===== src/hw/handler_out_pkg.sv =====
package handler_out_pkg;

  // ----------------------------------------------------------------
  // sizes and reset values
  // ----------------------------------------------------------------
  localparam int unsigned NUM_POINTS = 9;
  localparam logic [8:0] FAIL_LINES_RST = 9'h1ff;
  localparam logic LINE_IDLE = 1'b1;
  localparam logic [1:0] SYNC_RST = 2'h0;

  // comparison mode that decides the pin meanings
  typedef enum logic [0:0] {
    CMP_BIN = 1'h0,
    CMP_LIST = 1'h1
  } cmp_mode_t;

  // sweep sequencer states, gray along idle -> measure -> compare
  typedef enum logic [1:0] {
    ST_IDLE = 2'h0,
    ST_MEAS = 2'h1,
    ST_CMP = 2'h3
  } sweep_state_t;

  // one measured point with its judgments
  typedef struct packed {
    logic [3:0] index;
    logic last;
    logic point_fail;
    logic prim_above;
    logic prim_below;
    logic sec_reject;
  } point_result_t;

  // handler pin group, active low
  typedef struct packed {
    logic [8:0] point_fail_line_n;
    logic out_line_n;
    logic any_fail_n;
    logic primary_above_limit_n;
    logic primary_below_limit_n;
    logic secondary_reject_n;
    logic analog_done_n;
    logic measurement_end_n;
  } handler_pins_t;

  localparam handler_pins_t PINS_RST = '{
    point_fail_line_n: FAIL_LINES_RST,
    out_line_n: LINE_IDLE,
    any_fail_n: LINE_IDLE,
    primary_above_limit_n: LINE_IDLE,
    primary_below_limit_n: LINE_IDLE,
    secondary_reject_n: LINE_IDLE,
    analog_done_n: LINE_IDLE,
    measurement_end_n: LINE_IDLE
  };

endpackage


===== src/hw/list_sweep_handler_outputs.sv =====
`timescale 1ns/1ns

module list_sweep_handler_outputs #(
  parameter int unsigned POINTS = handler_out_pkg::NUM_POINTS
) (
  input wire logic mclk_i,
  input wire logic rst_n_i,
  input wire logic external_trigger_in_i,
  input wire logic external_trigger_in_mode_i,
  input wire logic list_mode_i,
  input wire logic whole_list_sweep_mode_i,
  input wire logic limit_check_en_i,
  input wire logic analog_done_i,
  input wire logic compare_done_i,
  input wire handler_out_pkg::point_result_t result_i,
  output logic meas_start_o,
  output handler_out_pkg::handler_pins_t pins_o
);

  // ----------------------------------------------------------------
  // trigger synchroniser and edge detect
  // ----------------------------------------------------------------
  logic [1:0] trig_sync_ff;
  logic trig_prev_ff;
  wire logic trig_rise;

  // two stages before anything reads the pin
  // the edge flop resets low like the idle pin, so no false edge
  // follows reset; only the second stage feeds any logic
  always_ff @(posedge mclk_i or negedge rst_n_i) begin
    if (!rst_n_i) begin
      trig_sync_ff <= handler_out_pkg::SYNC_RST;
      trig_prev_ff <= 1'b0;
    end else begin
      trig_sync_ff <= {trig_sync_ff[0], external_trigger_in_i};
      trig_prev_ff <= trig_sync_ff[1];
    end
  end

  assign trig_rise = trig_sync_ff[1] & ~trig_prev_ff;
  assign meas_start_o = external_trigger_in_mode_i & trig_rise;

  // ----------------------------------------------------------------
  // sweep sequencer
  // ----------------------------------------------------------------
  handler_out_pkg::sweep_state_t state_ff;
  handler_out_pkg::sweep_state_t nxt_state;
  wire logic step_mode;
  wire logic point_end;
  wire logic list_end;
  wire logic pulse_done;
  wire logic pulse_end;
  wire logic sweep_start;

  assign step_mode = ~whole_list_sweep_mode_i;
  assign point_end = compare_done_i;
  assign list_end = compare_done_i & result_i.last;
  // a sweep opens whenever the sequencer leaves idle
  assign sweep_start = (state_ff == handler_out_pkg::ST_IDLE) && (nxt_state != handler_out_pkg::ST_IDLE);

  // measure while analog busy, compare until the result arrives
  // with the internal trigger the first analog-done already ends the
  // first measurement, so the sequencer goes straight to compare;
  // waiting in measure for another analog-done would swallow the
  // first compare and keep the accumulator from clearing next list
  // a bin comparison ends after one point, a list after its last
  always_comb begin
    nxt_state = state_ff;
    unique case (state_ff)
      handler_out_pkg::ST_IDLE: begin
        if (meas_start_o) begin
          nxt_state = handler_out_pkg::ST_MEAS;
        end else if (!external_trigger_in_mode_i && analog_done_i) begin
          nxt_state = handler_out_pkg::ST_CMP;
        end
      end
      handler_out_pkg::ST_MEAS: begin
        if (analog_done_i) begin
          nxt_state = handler_out_pkg::ST_CMP;
        end
      end
      handler_out_pkg::ST_CMP: begin
        if (list_end || (point_end && !list_mode_i)) begin
          nxt_state = handler_out_pkg::ST_IDLE;
        end else if (point_end) begin
          nxt_state = handler_out_pkg::ST_MEAS;
        end
      end
      default: nxt_state = handler_out_pkg::ST_IDLE;
    endcase
  end

  always_ff @(posedge mclk_i or negedge rst_n_i) begin
    if (!rst_n_i) begin
      state_ff <= handler_out_pkg::ST_IDLE;
    end else begin
      state_ff <= nxt_state;
    end
  end

  // ----------------------------------------------------------------
  // strobe timing
  // ----------------------------------------------------------------
  // list mode: per point in step mode, only on the last point otherwise
  // bin comparison strobes every point, whatever the sweep mode
  assign pulse_done = analog_done_i & (!list_mode_i | step_mode | result_i.last);
  assign pulse_end = list_mode_i ? (step_mode ? point_end : list_end) : point_end;

  // ----------------------------------------------------------------
  // per-point failure accumulation
  // ----------------------------------------------------------------
  logic [POINTS:0] fail_acc_ff;
  logic [POINTS:0] nxt_fail_acc;
  wire logic [POINTS:0] point_bit;

  // one-hot slot for point 1..9, extra slot above that
  // an index of zero or beyond the point count lands on the extra line
  function automatic logic [POINTS:0] slot_of(input logic [3:0] idx);
    logic [POINTS:0] s;
    s = '0;
    if (idx >= 4'h1 && 32'(idx) <= POINTS) begin
      s[idx - 4'h1] = 1'b1;
    end else begin
      s[POINTS] = 1'b1;
    end
    return s;
  endfunction

  assign point_bit = result_i.point_fail ? slot_of(result_i.index) : '0;

  // clear at a new sweep, collect each compared point
  // a clear and a compare in one cycle keep the new point, since
  // the collect is applied after the clear
  always_comb begin
    nxt_fail_acc = fail_acc_ff;
    if (sweep_start) begin
      nxt_fail_acc = '0;
    end
    if (compare_done_i) begin
      nxt_fail_acc = nxt_fail_acc | point_bit;
    end
  end

  always_ff @(posedge mclk_i or negedge rst_n_i) begin
    if (!rst_n_i) begin
      fail_acc_ff <= '0;
    end else begin
      fail_acc_ff <= nxt_fail_acc;
    end
  end

  // ----------------------------------------------------------------
  // pin assembly, all lines active low
  // ----------------------------------------------------------------
  handler_out_pkg::handler_pins_t pins_ff;
  handler_out_pkg::handler_pins_t nxt_pins;
  wire logic cmp_update;
  wire logic [POINTS:0] list_lines;

  assign cmp_update = pulse_end & limit_check_en_i;
  assign list_lines = nxt_fail_acc;

  // lines read the accumulator's next value so the final point's
  // failure reaches the pins on the same edge as the end strobe;
  // strobes are rebuilt every cycle and stay low for as long as their source is high,
  // result lines hold until the next update or until check goes off
  always_comb begin
    nxt_pins = pins_ff;
    nxt_pins.analog_done_n = ~pulse_done;
    nxt_pins.measurement_end_n = ~pulse_end;
    if (!limit_check_en_i) begin
      nxt_pins.point_fail_line_n = handler_out_pkg::FAIL_LINES_RST;
      nxt_pins.out_line_n = handler_out_pkg::LINE_IDLE;
      nxt_pins.any_fail_n = handler_out_pkg::LINE_IDLE;
      nxt_pins.primary_above_limit_n = handler_out_pkg::LINE_IDLE;
      nxt_pins.primary_below_limit_n = handler_out_pkg::LINE_IDLE;
      nxt_pins.secondary_reject_n = handler_out_pkg::LINE_IDLE;
    end else if (cmp_update && list_mode_i) begin
      nxt_pins.point_fail_line_n = ~list_lines[8:0];
      nxt_pins.out_line_n = ~list_lines[POINTS];
      nxt_pins.any_fail_n = ~(|list_lines);
      nxt_pins.primary_above_limit_n = handler_out_pkg::LINE_IDLE;
      nxt_pins.primary_below_limit_n = handler_out_pkg::LINE_IDLE;
      nxt_pins.secondary_reject_n = handler_out_pkg::LINE_IDLE;
    end else if (cmp_update) begin
      nxt_pins.point_fail_line_n = handler_out_pkg::FAIL_LINES_RST;
      nxt_pins.out_line_n = handler_out_pkg::LINE_IDLE;
      nxt_pins.any_fail_n = handler_out_pkg::LINE_IDLE;
      nxt_pins.primary_above_limit_n = ~result_i.prim_above;
      nxt_pins.primary_below_limit_n = ~result_i.prim_below;
      nxt_pins.secondary_reject_n = ~result_i.sec_reject;
    end
  end

  always_ff @(posedge mclk_i or negedge rst_n_i) begin
    if (!rst_n_i) begin
      pins_ff <= handler_out_pkg::PINS_RST;
    end else begin
      pins_ff <= nxt_pins;
    end
  end

  // pins come straight from flops, so the handler never sees a glitch
  assign pins_o = pins_ff;

endmodule


===== config.mk =====
export PLATFORM = sky130hd
export DESIGN_NAME = list_sweep_handler_outputs
export DESIGN_NICKNAME = d
export VERILOG_FILES = /design/src/hw/handler_out_pkg.sv /design/src/hw/list_sweep_handler_outputs.sv
export SDC_FILE = /design/constraint.sdc
export NUM_CORES = 1
export LEC_CHECK = 0
export BUFFER_PORTS_ARGS = -buffer_cell sky130_fd_sc_hd__buf_2
export CAP_MARGIN = 30
export CORE_AREA = 2 2 59 61
export CTS_BUF_LIST = sky130_fd_sc_hd__clkbuf_16
export DETAILED_ROUTE_END_ITERATION = 10
export DIE_AREA = 0 0 61 63
export PLACE_DENSITY = 0.7
export SKIP_LAST_GASP = 1
export SYNTH_ARGS = -nofsm -noshare
export SYNTH_HDL_FRONTEND = slang
export SYNTH_SLANG_ARGS = --single-unit
export TNS_END_PERCENT = 100

===== constraint.sdc =====
create_clock -name mclk_i -period 1.2 [get_ports mclk_i]
set_input_delay 0.18 -clock mclk_i [delete_from_list [all_inputs] [get_ports mclk_i]]
set_output_delay 0.18 -clock mclk_i [all_outputs]
set_load 0.02 [all_outputs]

==> impl_results.md, run 1 <==
- Status: finished with violations
- Failing checks: negative setup slack
- Psw: 1.051 mW
- P per Cell Area: 1825 nW/um^2
- Leak: 0.8817 nW
- Initial DRC count: 35
- YS warnings: 0
- Total power: 3.619 mW
- Die width: 61 um
- # nets final: 201
- Post-Syn Area: 1395 sq um
- Period utilization: 116.0%
- Worst-Margin Slew: 0.6516 ns
- Dpl cell area: 1763 sq um
- Gate Count Post-Synth: 123
- Final setup margin: -0.1917 ns
- Area leader, netlist: dfstp_2
- Port Buf Inserts: 34
- Antenna cells: 0
- Setup TNS: -2.847 ns
- Dominant synthesized flop cell: dfstp_2
- RSZ-0062 raised after global routing: true
- Worst reg2reg path depth: 5
- Number of enable flip-flop cells after synthesis: 0
- Post-route cell area: 1983 sq um
- Endpoint class of the critical path: flop
- Met1 wire length: 1428 um
- Finish-stage setup viols: 21
- Wire per inst: 13.92 um
- Worst Setup Path Type: flop to flop
- Die Y: 63 um
- Clock Latency Late Sink: 0.27 ns
- Mean post-synth cell area: 11.34 sq um
- Initial Util: 43.17%
- Synth-to-Final Area Change: 42.15%
- Final min period: 1.392 ns
- Hold Path Class: primary input to flop
- Post-synth top area share: 30.13%
- Met2 wire length: 1579 um
- GR Overflow Total: 0
- Post-DRT Antenna Nets: 0
- Arrival @ worst endpoint: 1.61 ns
- CTS sink count: 31
- Crit start category: flop
- Post-synthesis sequential area ratio: 57.04%
- Largest net degree at the start of global routing: 19
- Fraction of registers with async set/reset: 100.0%
- Internal power: 2.569 mW
- Max clock buf depth: 2
- Via count: 1201
- Die footprint: 3843 sq um
- Drt drc: 0
- DR top layer: met4
- IO Pins: 35
- Clock root buffer: clkbuf_16
- Final hold slack: 0.008033 ns
- FP Rows: 21
- Initial antenna violation count: 0
- Hold path cells: 1
- Util after Layout: 61.36%
- Worst VDD drop: 0.8796 mV
- CTS tree: built
- Most common library cells after synthesis: 16 x dfstp_2, 15 x dfrtp_1, 13 x nand2_1
- FF+latch count, synth: 31
- Skew final: 0.003494 ns
- Worst-path fanout max: 5
- Setup repair bufs after CTS: 0
- Part of the power in combinational logic: 25.8%
- Layout fillers: 282
- Total track usage: 19.52%
- Most frequent cell after synthesis: dfstp_2
- RD Place Congestion: 0.8185
- Netlist cell types: 35
- Routed met3 length: 151 um
- CP required: 1.41 ns
- Synth area leaders: dfstp_2 30%, dfrtp_1 27%, a221oi_1 4.4%
- Power share of the sequential group: 40.9%
- CTS Buf Count: 5
- Detailed-route wire length: 3202 um
- Share of post-route cells with drive strength above 1: 53.26%
- Htree depth: 2
- Total of max-cap violations: 0
- First-pass iteration count of the detailed router: 4
- Net Sw Frac: 29.03%
- Clk slew on worst S/H paths: 0.05 ns
- Fin. max-slew vios: 0
- Endpoints failing hold: 0
- Post-synthesis net count: 141
- Clock power frac: 33.3%
- Worst rel slew slack: 55.95%
- Global-route wire length before repair: 5457 um
- Core footprint: 3232 sq um
- Number of global-route vias before repair: 1189
- Vias per Instance: 5.222
- Fmax achieved: 718.6 MHz
- Dpl hpwl: 2427 um
-- state kept, by name (all words and copies together) (netlist names) --
signal	count
state_ff	2
pins_o	16
fail_acc_ff	10
trig_prev_ff	1
trig_sync_ff	2
-- cells by family (layout without fill, tap and decap cells) --
family	after synthesis	in the layout	share of synthesized area (%)
buf+inv	11	72	4.843
simple gates	49	49	20.45
compound gates	32	32	17.67
flops	31	31	57.04
-- critical path, cell delays in order (launching register included) --
cell and delay (ns):
dfrtp_1 0.35, nand3b_1 0.18, a211o_1 0.32, buf_6 0.15, a32oi_2 0.18, o22a_1 0.16
-- area by class of cell --
| type | instances | area [sq um] | area share, % |
|---|---|---|---|
| clock buffer | 5 | 125.1 | 6.309 |
| clock inverter | 3 | 20.02 | 1.009 |
| inverter | 7 | 26.28 | 1.325 |
| multi-input combinational | 81 | 590.6 | 29.78 |
| sequential | 31 | 795.8 | 40.13 |
| tap | 46 | 57.56 | 2.902 |
| timing repair buffer | 57 | 367.9 | 18.55 |
-- per-stage QoR --
| stage | worst slack [ns] | std cells |
|---|---|---|
| floorplan | -0.1218 | 123 |
| global placement | -0.1628 | 221 |
| detailed placement | -0.2306 | 221 |
| CTS | -0.1933 | 230 |
| global route | -0.2872 | 230 |
| finish | -0.1917 | 230 |
-- repair_timing --
item / CTS / global route
endpoints found under the setup margin: 22 / 22
pin swaps: 9 / 0
hold buffers: 1 / 0
resized for setup: 12 / 0
hold endpoints to repair: 4 / 0
-- placed cells by master (no fill, tap or decap), types with 2 or more instances in the layout --
master | netlist | routed
buf_2 | 1 | 33
buf_4 | 0 | 20
dfstp_2 | 16 | 16
dfrtp_1 | 15 | 15
nand2_1 | 13 | 13
nor2_1 | 12 | 12
o21ai_0 | 9 | 9
inv_1 | 7 | 7
a221oi_2 | 0 | 7
nand3_1 | 6 | 6
clkbuf_16 | 0 | 5
o22a_1 | 4 | 4
a22o_1 | 3 | 3
nor4_1 | 3 | 3
nand3b_1 | 2 | 2
a32o_1 | 2 | 2
clkinvlp_4 | 0 | 2
buf_6 | 2 | 2
-- layer usage --
layer | vias to the layer above | global-route usage [%]
met4 | 0 | 5.707
met3 | 5 | 6.418
met5 | - | 0
met1 | 597 | 25.77
met2 | 30 | 30.24
li1 | 569 | -
-- power groups by stage --
stage          Clock, mW  Combinational, mW  Sequential, mW
5_1_grt             1.28               1.03            1.51
2_1_floorplan          0              0.380            1.52
4_1_cts             1.22              0.932            1.48
3_5_place_dp           0              0.863            1.48
3_3_place_gp           0              0.844            1.46
6_report            1.21              0.934            1.48
-- final timing paths --
kind                                  startpoint         endpoint  slack (ns)
min                        external_trigger_in_i  trig_sync_ff[0]       0.008
min reg2reg                      trig_sync_ff[0]  trig_sync_ff[1]        0.35
min in group asynchronous                rst_n_i   fail_acc_ff[0]        0.34
max                                 trig_prev_ff        pins_o[6]       -0.19
max in group asynchronous                rst_n_i       pins_o[11]        0.38
max reg2reg                         trig_prev_ff        pins_o[6]       -0.19
Power figures use the tool's default switching activity.
==> run 2: changes to the inputs <==
CAP_MARGIN = 20   (was 30)
SKIP_CTS_REPAIR_TIMING = 1   (was not set)
==> impl_results.md, run 2 (synthesis gave the netlist of run 1 again) <==
- Status: finished with violations
- Failing checks: negative setup slack
- CTS tree: built
- Hold Path Class: primary input to flop
- Crit. Startpoint: trig_prev_ff
- CTS Buf Count: 5 (unchanged)
- Max clock buf depth: 2 (unchanged)
- Final hold slack: 0.008214 ns (+0.0001809 ns)
- Hold path cells: 1 (unchanged)
- CP required: 1.42 ns (about the same)
- Reg2reg end: pins_o[6]
- Final setup margin: -0.1899 ns (+0.001770 ns)
- CP max stage delay: 0.35 ns (about the same)
- Worst Setup Path Type: flop to flop
- Global-route wire length before repair: 5285 um (-3.2%)
- Reg2reg start: trig_prev_ff
- Clock root buffer: clkbuf_16
- Leak: 0.8821 nW (about the same)
- Area occupied by multi-input gates: 595.6 sq um (+0.85%)
- Arrival @ worst endpoint: 1.61 ns (about the same)
- Worst Min Path Start: external_trigger_in_i
- Worst rel slew slack: 56.04% (+0.088 points)
- Worst VDD drop: 0.8883 mV (+1.0%)
- Clock Latency Late Sink: 0.27 ns (about the same)
- Total power: 3.623 mW (+0.11%)
- Initial antenna violation count: 0 (unchanged)
- Endpoints failing hold: 0 (unchanged)
- Worst-Margin Slew: 0.6503 ns (-0.001301 ns)
- Die Y: 63 um (unchanged)
- Initial DRC count: 37 (+5.7%)
- Via count: 1195 (-0.50%)
- Largest register FFs: 16 (unchanged)
- Dpl cell area: 1763 sq um (unchanged)
- Drt drc: 0 (unchanged)
- Critical-path cell list: nand3b_1, a211o_1, buf_6, a32oi_2, o22a_1
- Worst-path fanout max: 5 (unchanged)
- Total track usage: 18.85% (-0.67 points)
- Detailed-route wire length: 3210 um (+0.25%)
- Commonest non-fill, non-tap cell in the layout: buf_2
- Htree depth: 2 (unchanged)
- # nets final: 201 (unchanged)
- First-pass iteration count of the detailed router: 4 (unchanged)
- Setup WS pre-CTS: -0.2306 ns (unchanged)
- Vias per Instance: 5.196 (-0.50%)
- Clk slew on worst S/H paths: 0.05 ns (about the same)
- Skew final: 0.003399 ns (-0.00009500 ns)
- Period utilization: 115.8% (-0.15 points)
- Post-route cell area: 1988 sq um (+0.25%)
- GR Overflow Total: 0 (unchanged)
- Synth-to-Final Area Change: 42.51%
- Layout fillers: 282 (unchanged)
- Final cell count without fillers: 230 (unchanged)
- IO Pins: 35 (unchanged)
- Final min period: 1.390 ns (-0.001770 ns)
- Fin. max-slew vios: 0 (unchanged)
- Core footprint: 3232 sq um (unchanged)
- Worst reg2reg path depth: 5 (unchanged)
- Critical path's slowest cell: dfrtp_1
- Die width: 61 um (unchanged)
- Port Buf Inserts: 34 (unchanged)
- Post-DRT Antenna Nets: 0 (unchanged)
- CTS sink count: 31 (unchanged)
- WHS Endpoint: trig_sync_ff[0]
- FP Rows: 21 (unchanged)
- Largest net degree at the start of global routing: 19 (unchanged)
- Number of global-route vias before repair: 1184 (-0.42%)
- Register area: 795.8 sq um (unchanged)
- Wire per inst: 13.96 um (+0.25%)
- Reg-to-reg slack, setup: -0.19 ns (about the same)
- Antenna cells: 0 (unchanged)
- RSZ-0062 raised after global routing: true
- Fmax achieved: 719.5 MHz (+0.13%)
- Total of max-cap violations: 0 (unchanged)
- P per Cell Area: 1822 nW/um^2 (-0.14%)
- RD Place Congestion: 0.8185 (unchanged)
- Commonest cells after routing, fill and taps aside: 33 x buf_2, 20 x buf_4, 16 x dfstp_2, 15 x dfrtp_1, 13 x nand2_1
- Endpoint class of the critical path: flop
- Die footprint: 3843 sq um (unchanged)
- Crit start category: flop
- Dpl cells: 221 (unchanged)
- Finish-stage setup viols: 21 (unchanged)
- Dpl hpwl: 2427 um (unchanged)
- Initial Util: 43.17% (unchanged)
- Share of post-route cells with drive strength above 1: 53.80% (+0.54 points)
## run 2: cell types whose count changed in the layout (fill, tap and decap cells not counted)
cell     delta
a22oi_1     -1
a22oi_2     +1
## run 2: power breakdown
part	internal, mW	switching [mW]
Sequential	1.31	0.165
Combinational	0.493	0.448
Clock	0.762	0.442
## run 2: cell type report
class / count / share of cell area (%)
Clock buffer: 5 / 6.293
Clock inverter: 3 / 1.007
Inverter: 7 / 1.322
Multi-Input combinational cell: 81 / 29.96
Sequential cell: 31 / 40.03
Tap cell: 46 / 2.895
Timing Repair Buffer: 57 / 18.50
## run 2: per-layer routing
layer	share of wire, %	GRT usage (%)	wire length, um
met1	45	24.03	1437
met5	0	0	0
met2	49	29.44	1587
met4	1.3	5.978	43
met3	4.4	6.832	141
## run 2: how the worst max path moves through the flow
stage / end
floorplan: pins_o[11]
global placement: pins_o[8]
detailed placement: pins_o[8]
CTS: pins_o[8]
global route: pins_o[11]
finish: pins_o[6]
## run 2: metrics by stage
step | util (%) | setup TNS (ns)
after detailed placement | 54.55 | -3.224
after global routing | 61.52 | -4.930
after floorplan | - | -1.473
final | 61.52 | -2.851
after global placement | 54.55 | -2.595
after CTS | 59.04 | -3.500
## run 2: critical path: cells and delay by family, from the launching register on
kind / cells / cell delay [ns]
simple gates: 1 / 0.18
compound gates: 3 / 0.66
buf+inv: 1 / 0.15
flops: 1 / 0.35
==> run 3: changes to the inputs <==
HOLD_SLACK_MARGIN = 0.08   (was not set)
==> impl_results.md, run 3 (synthesis gave the netlist of run 1 again) <==
- Worst-path fanout max: 5 (unchanged)
- Worst rel slew slack: 56.04% (unchanged)
- Via count: 1197 (+0.17%)
- FP Rows: 21 (unchanged)
- Endpoint class of the critical path: flop
- Part of the power in combinational logic: 26.0% (about the same)
- P per Cell Area: 1815 nW/um^2 (-0.43%)
- Util after Layout: 61.83% (+0.31 points)
- Failing checks: negative setup slack
- First-pass iteration count of the detailed router: 4 (unchanged)
- Fin. max-slew vios: 0 (unchanged)
- Final setup margin: -0.1900 ns (-0.00007200 ns)
- Layout fillers: 281 (-0.35%)
- Initial antenna violation count: 0 (unchanged)
- Endpoints failing hold: 0 (unchanged)
- Final min period: 1.390 ns (+0.00007200 ns)
- Global-route wire length before repair: 5285 um (unchanged)
- Psw: 1.056 mW (about the same)
- Dpl cells: 221 (unchanged)
- Htree depth: 2 (unchanged)
- Internal power: 2.570 mW (about the same)
- CP required: 1.42 ns (about the same)
- Detailed-route wire length: 3217 um (+0.22%)
- CTS sink count: 31 (unchanged)
- Skew final: 0.003400 ns (+0.0000005200 ns)
- Finish-stage setup viols: 21 (unchanged)
- Leak: 0.8863 nW (+0.47%)
- RD Place Congestion: 0.8185 (unchanged)
- Arrival @ worst endpoint: 1.61 ns (about the same)
- Final hold slack: 0.1356 ns (+0.1274 ns)
- Drt drc: 0 (unchanged)
- Synth-to-Final Area Change: 43.23%
- Status: finished with violations
- Total power: 3.626 mW (about the same)
- Die Y: 63 um (unchanged)
- Fmax achieved: 719.4 MHz (about the same)
- Clock Latency Late Sink: 0.27 ns (about the same)
- Commonest cells after routing, fill and taps aside: 33 x buf_2, 20 x buf_4, 16 x dfstp_2, 15 x dfrtp_1, 13 x nand2_1
- Dpl hpwl: 2427 um (unchanged)
- CTS Buf Count: 5 (unchanged)
- Commonest non-fill, non-tap cell in the layout: buf_2
- Max clock buf depth: 2 (unchanged)
- Total of max-cap violations: 0 (unchanged)
- RSZ-0062 raised after global routing: true
- Core footprint: 3232 sq um (unchanged)
- Post-DRT Antenna Nets: 0 (unchanged)
- Initial Util: 43.17% (unchanged)
- Largest register FFs: 16 (unchanged)
- # nets final: 202 (+0.50%)
- Initial DRC count: 30 (-19%)
- Clock root buffer: clkbuf_16
- CTS tree: built
- Number of global-route vias before repair: 1184 (unchanged)
- Worst-Margin Slew: 0.6503 ns (unchanged)
- IO Pins: 35 (unchanged)
- Clock power frac: 33.2% (about the same)
- Worst VDD drop: 0.8886 mV (about the same)
- Vias per Instance: 5.182 (-0.27%)
- Period utilization: 115.8% (about the same)
- Worst Setup Path Type: flop to flop
- Final cell count without fillers: 231 (+0.43%)
- Die footprint: 3843 sq um (unchanged)
- Clk slew on worst S/H paths: 0.05 ns (about the same)
- Share of post-route cells with drive strength above 1: 53.51% (-0.29 points)
- Hold Path Class: primary input to flop
- Crit start category: flop
- GR Overflow Total: 0 (unchanged)
- Total track usage: 18.85% (unchanged)
- Net Sw Frac: 29.12% (about the same)
- Antenna cells: 0 (unchanged)
- Power share of the sequential group: 40.8% (about the same)
- Die width: 61 um (unchanged)
- Largest net degree at the start of global routing: 19 (unchanged)
- Wire per inst: 13.93 um (-0.22%)
- Port Buf Inserts: 34 (unchanged)
-- run 3: worst max-delay path, cell delays in order (launching register included) --
cell and delay [ns]:
dfrtp_1 0.35, nand3b_1 0.18, a211o_1 0.32, buf_6 0.15, a32oi_2 0.18, o22a_1 0.16
-- run 3: path summary, 6_finish.rpt --
| check | end | cells after the start | slack, ns | start |
|---|---|---|---|---|
| worst min register to register | trig_sync_ff[1] | 0 | 0.35 | trig_sync_ff[0] |
| min in group asynchronous | fail_acc_ff[0] | 2 | 0.34 | rst_n_i |
| worst max register to register | pins_o[6] | 5 | -0.19 | trig_prev_ff |
| max in group asynchronous | pins_o[11] | 3 | 0.38 | rst_n_i |
| worst min-delay path | pins_o[4] | 2 | 0.14 | limit_check_en_i |
| worst max-delay path | pins_o[6] | 5 | -0.19 | trig_prev_ff |
-- run 3: power groups by stage --
stage | Combinational [mW] | Clock, mW | Sequential (mW)
floorplan | 0.380 | 0 | 1.52
global placement | 0.844 | 0 | 1.46
detailed placement | 0.863 | 0 | 1.48
CTS | 0.868 | 1.22 | 1.46
global route | 1.04 | 1.28 | 1.51
finish | 0.943 | 1.20 | 1.48
-- run 3: per-stage QoR --
step | area [sq um] | setup slack (ns) | TNS (ns)
after floorplan | 1399 | -0.1218 | -1.473
after global placement | 1763 | -0.1628 | -2.595
after detailed placement | 1763 | -0.2306 | -3.224
after CTS | 1908 | -0.2401 | -3.500
after global routing | 1998 | -0.2953 | -4.930
final | 1998 | -0.1900 | -2.852
-- run 3: layer usage --
| metal | routed length, um | global-route usage (%) |
|---|---|---|
| met5 | 0 | 0 |
| met4 | 43 | 5.978 |
| met1 | 1444 | 24.03 |
| met3 | 141 | 6.832 |
| met2 | 1588 | 29.44 |
-- run 3: layout make-up --
cell class	count	area, sq um	area share, %
flip-flops and latches	31	795.8	39.82
well taps	46	57.56	2.880
clock buffers	5	125.1	6.262
clock inverters	3	20.02	1.002
inverters	7	26.28	1.315
repair buffers	58	377.9	18.91
multi-input cells	81	595.6	29.81
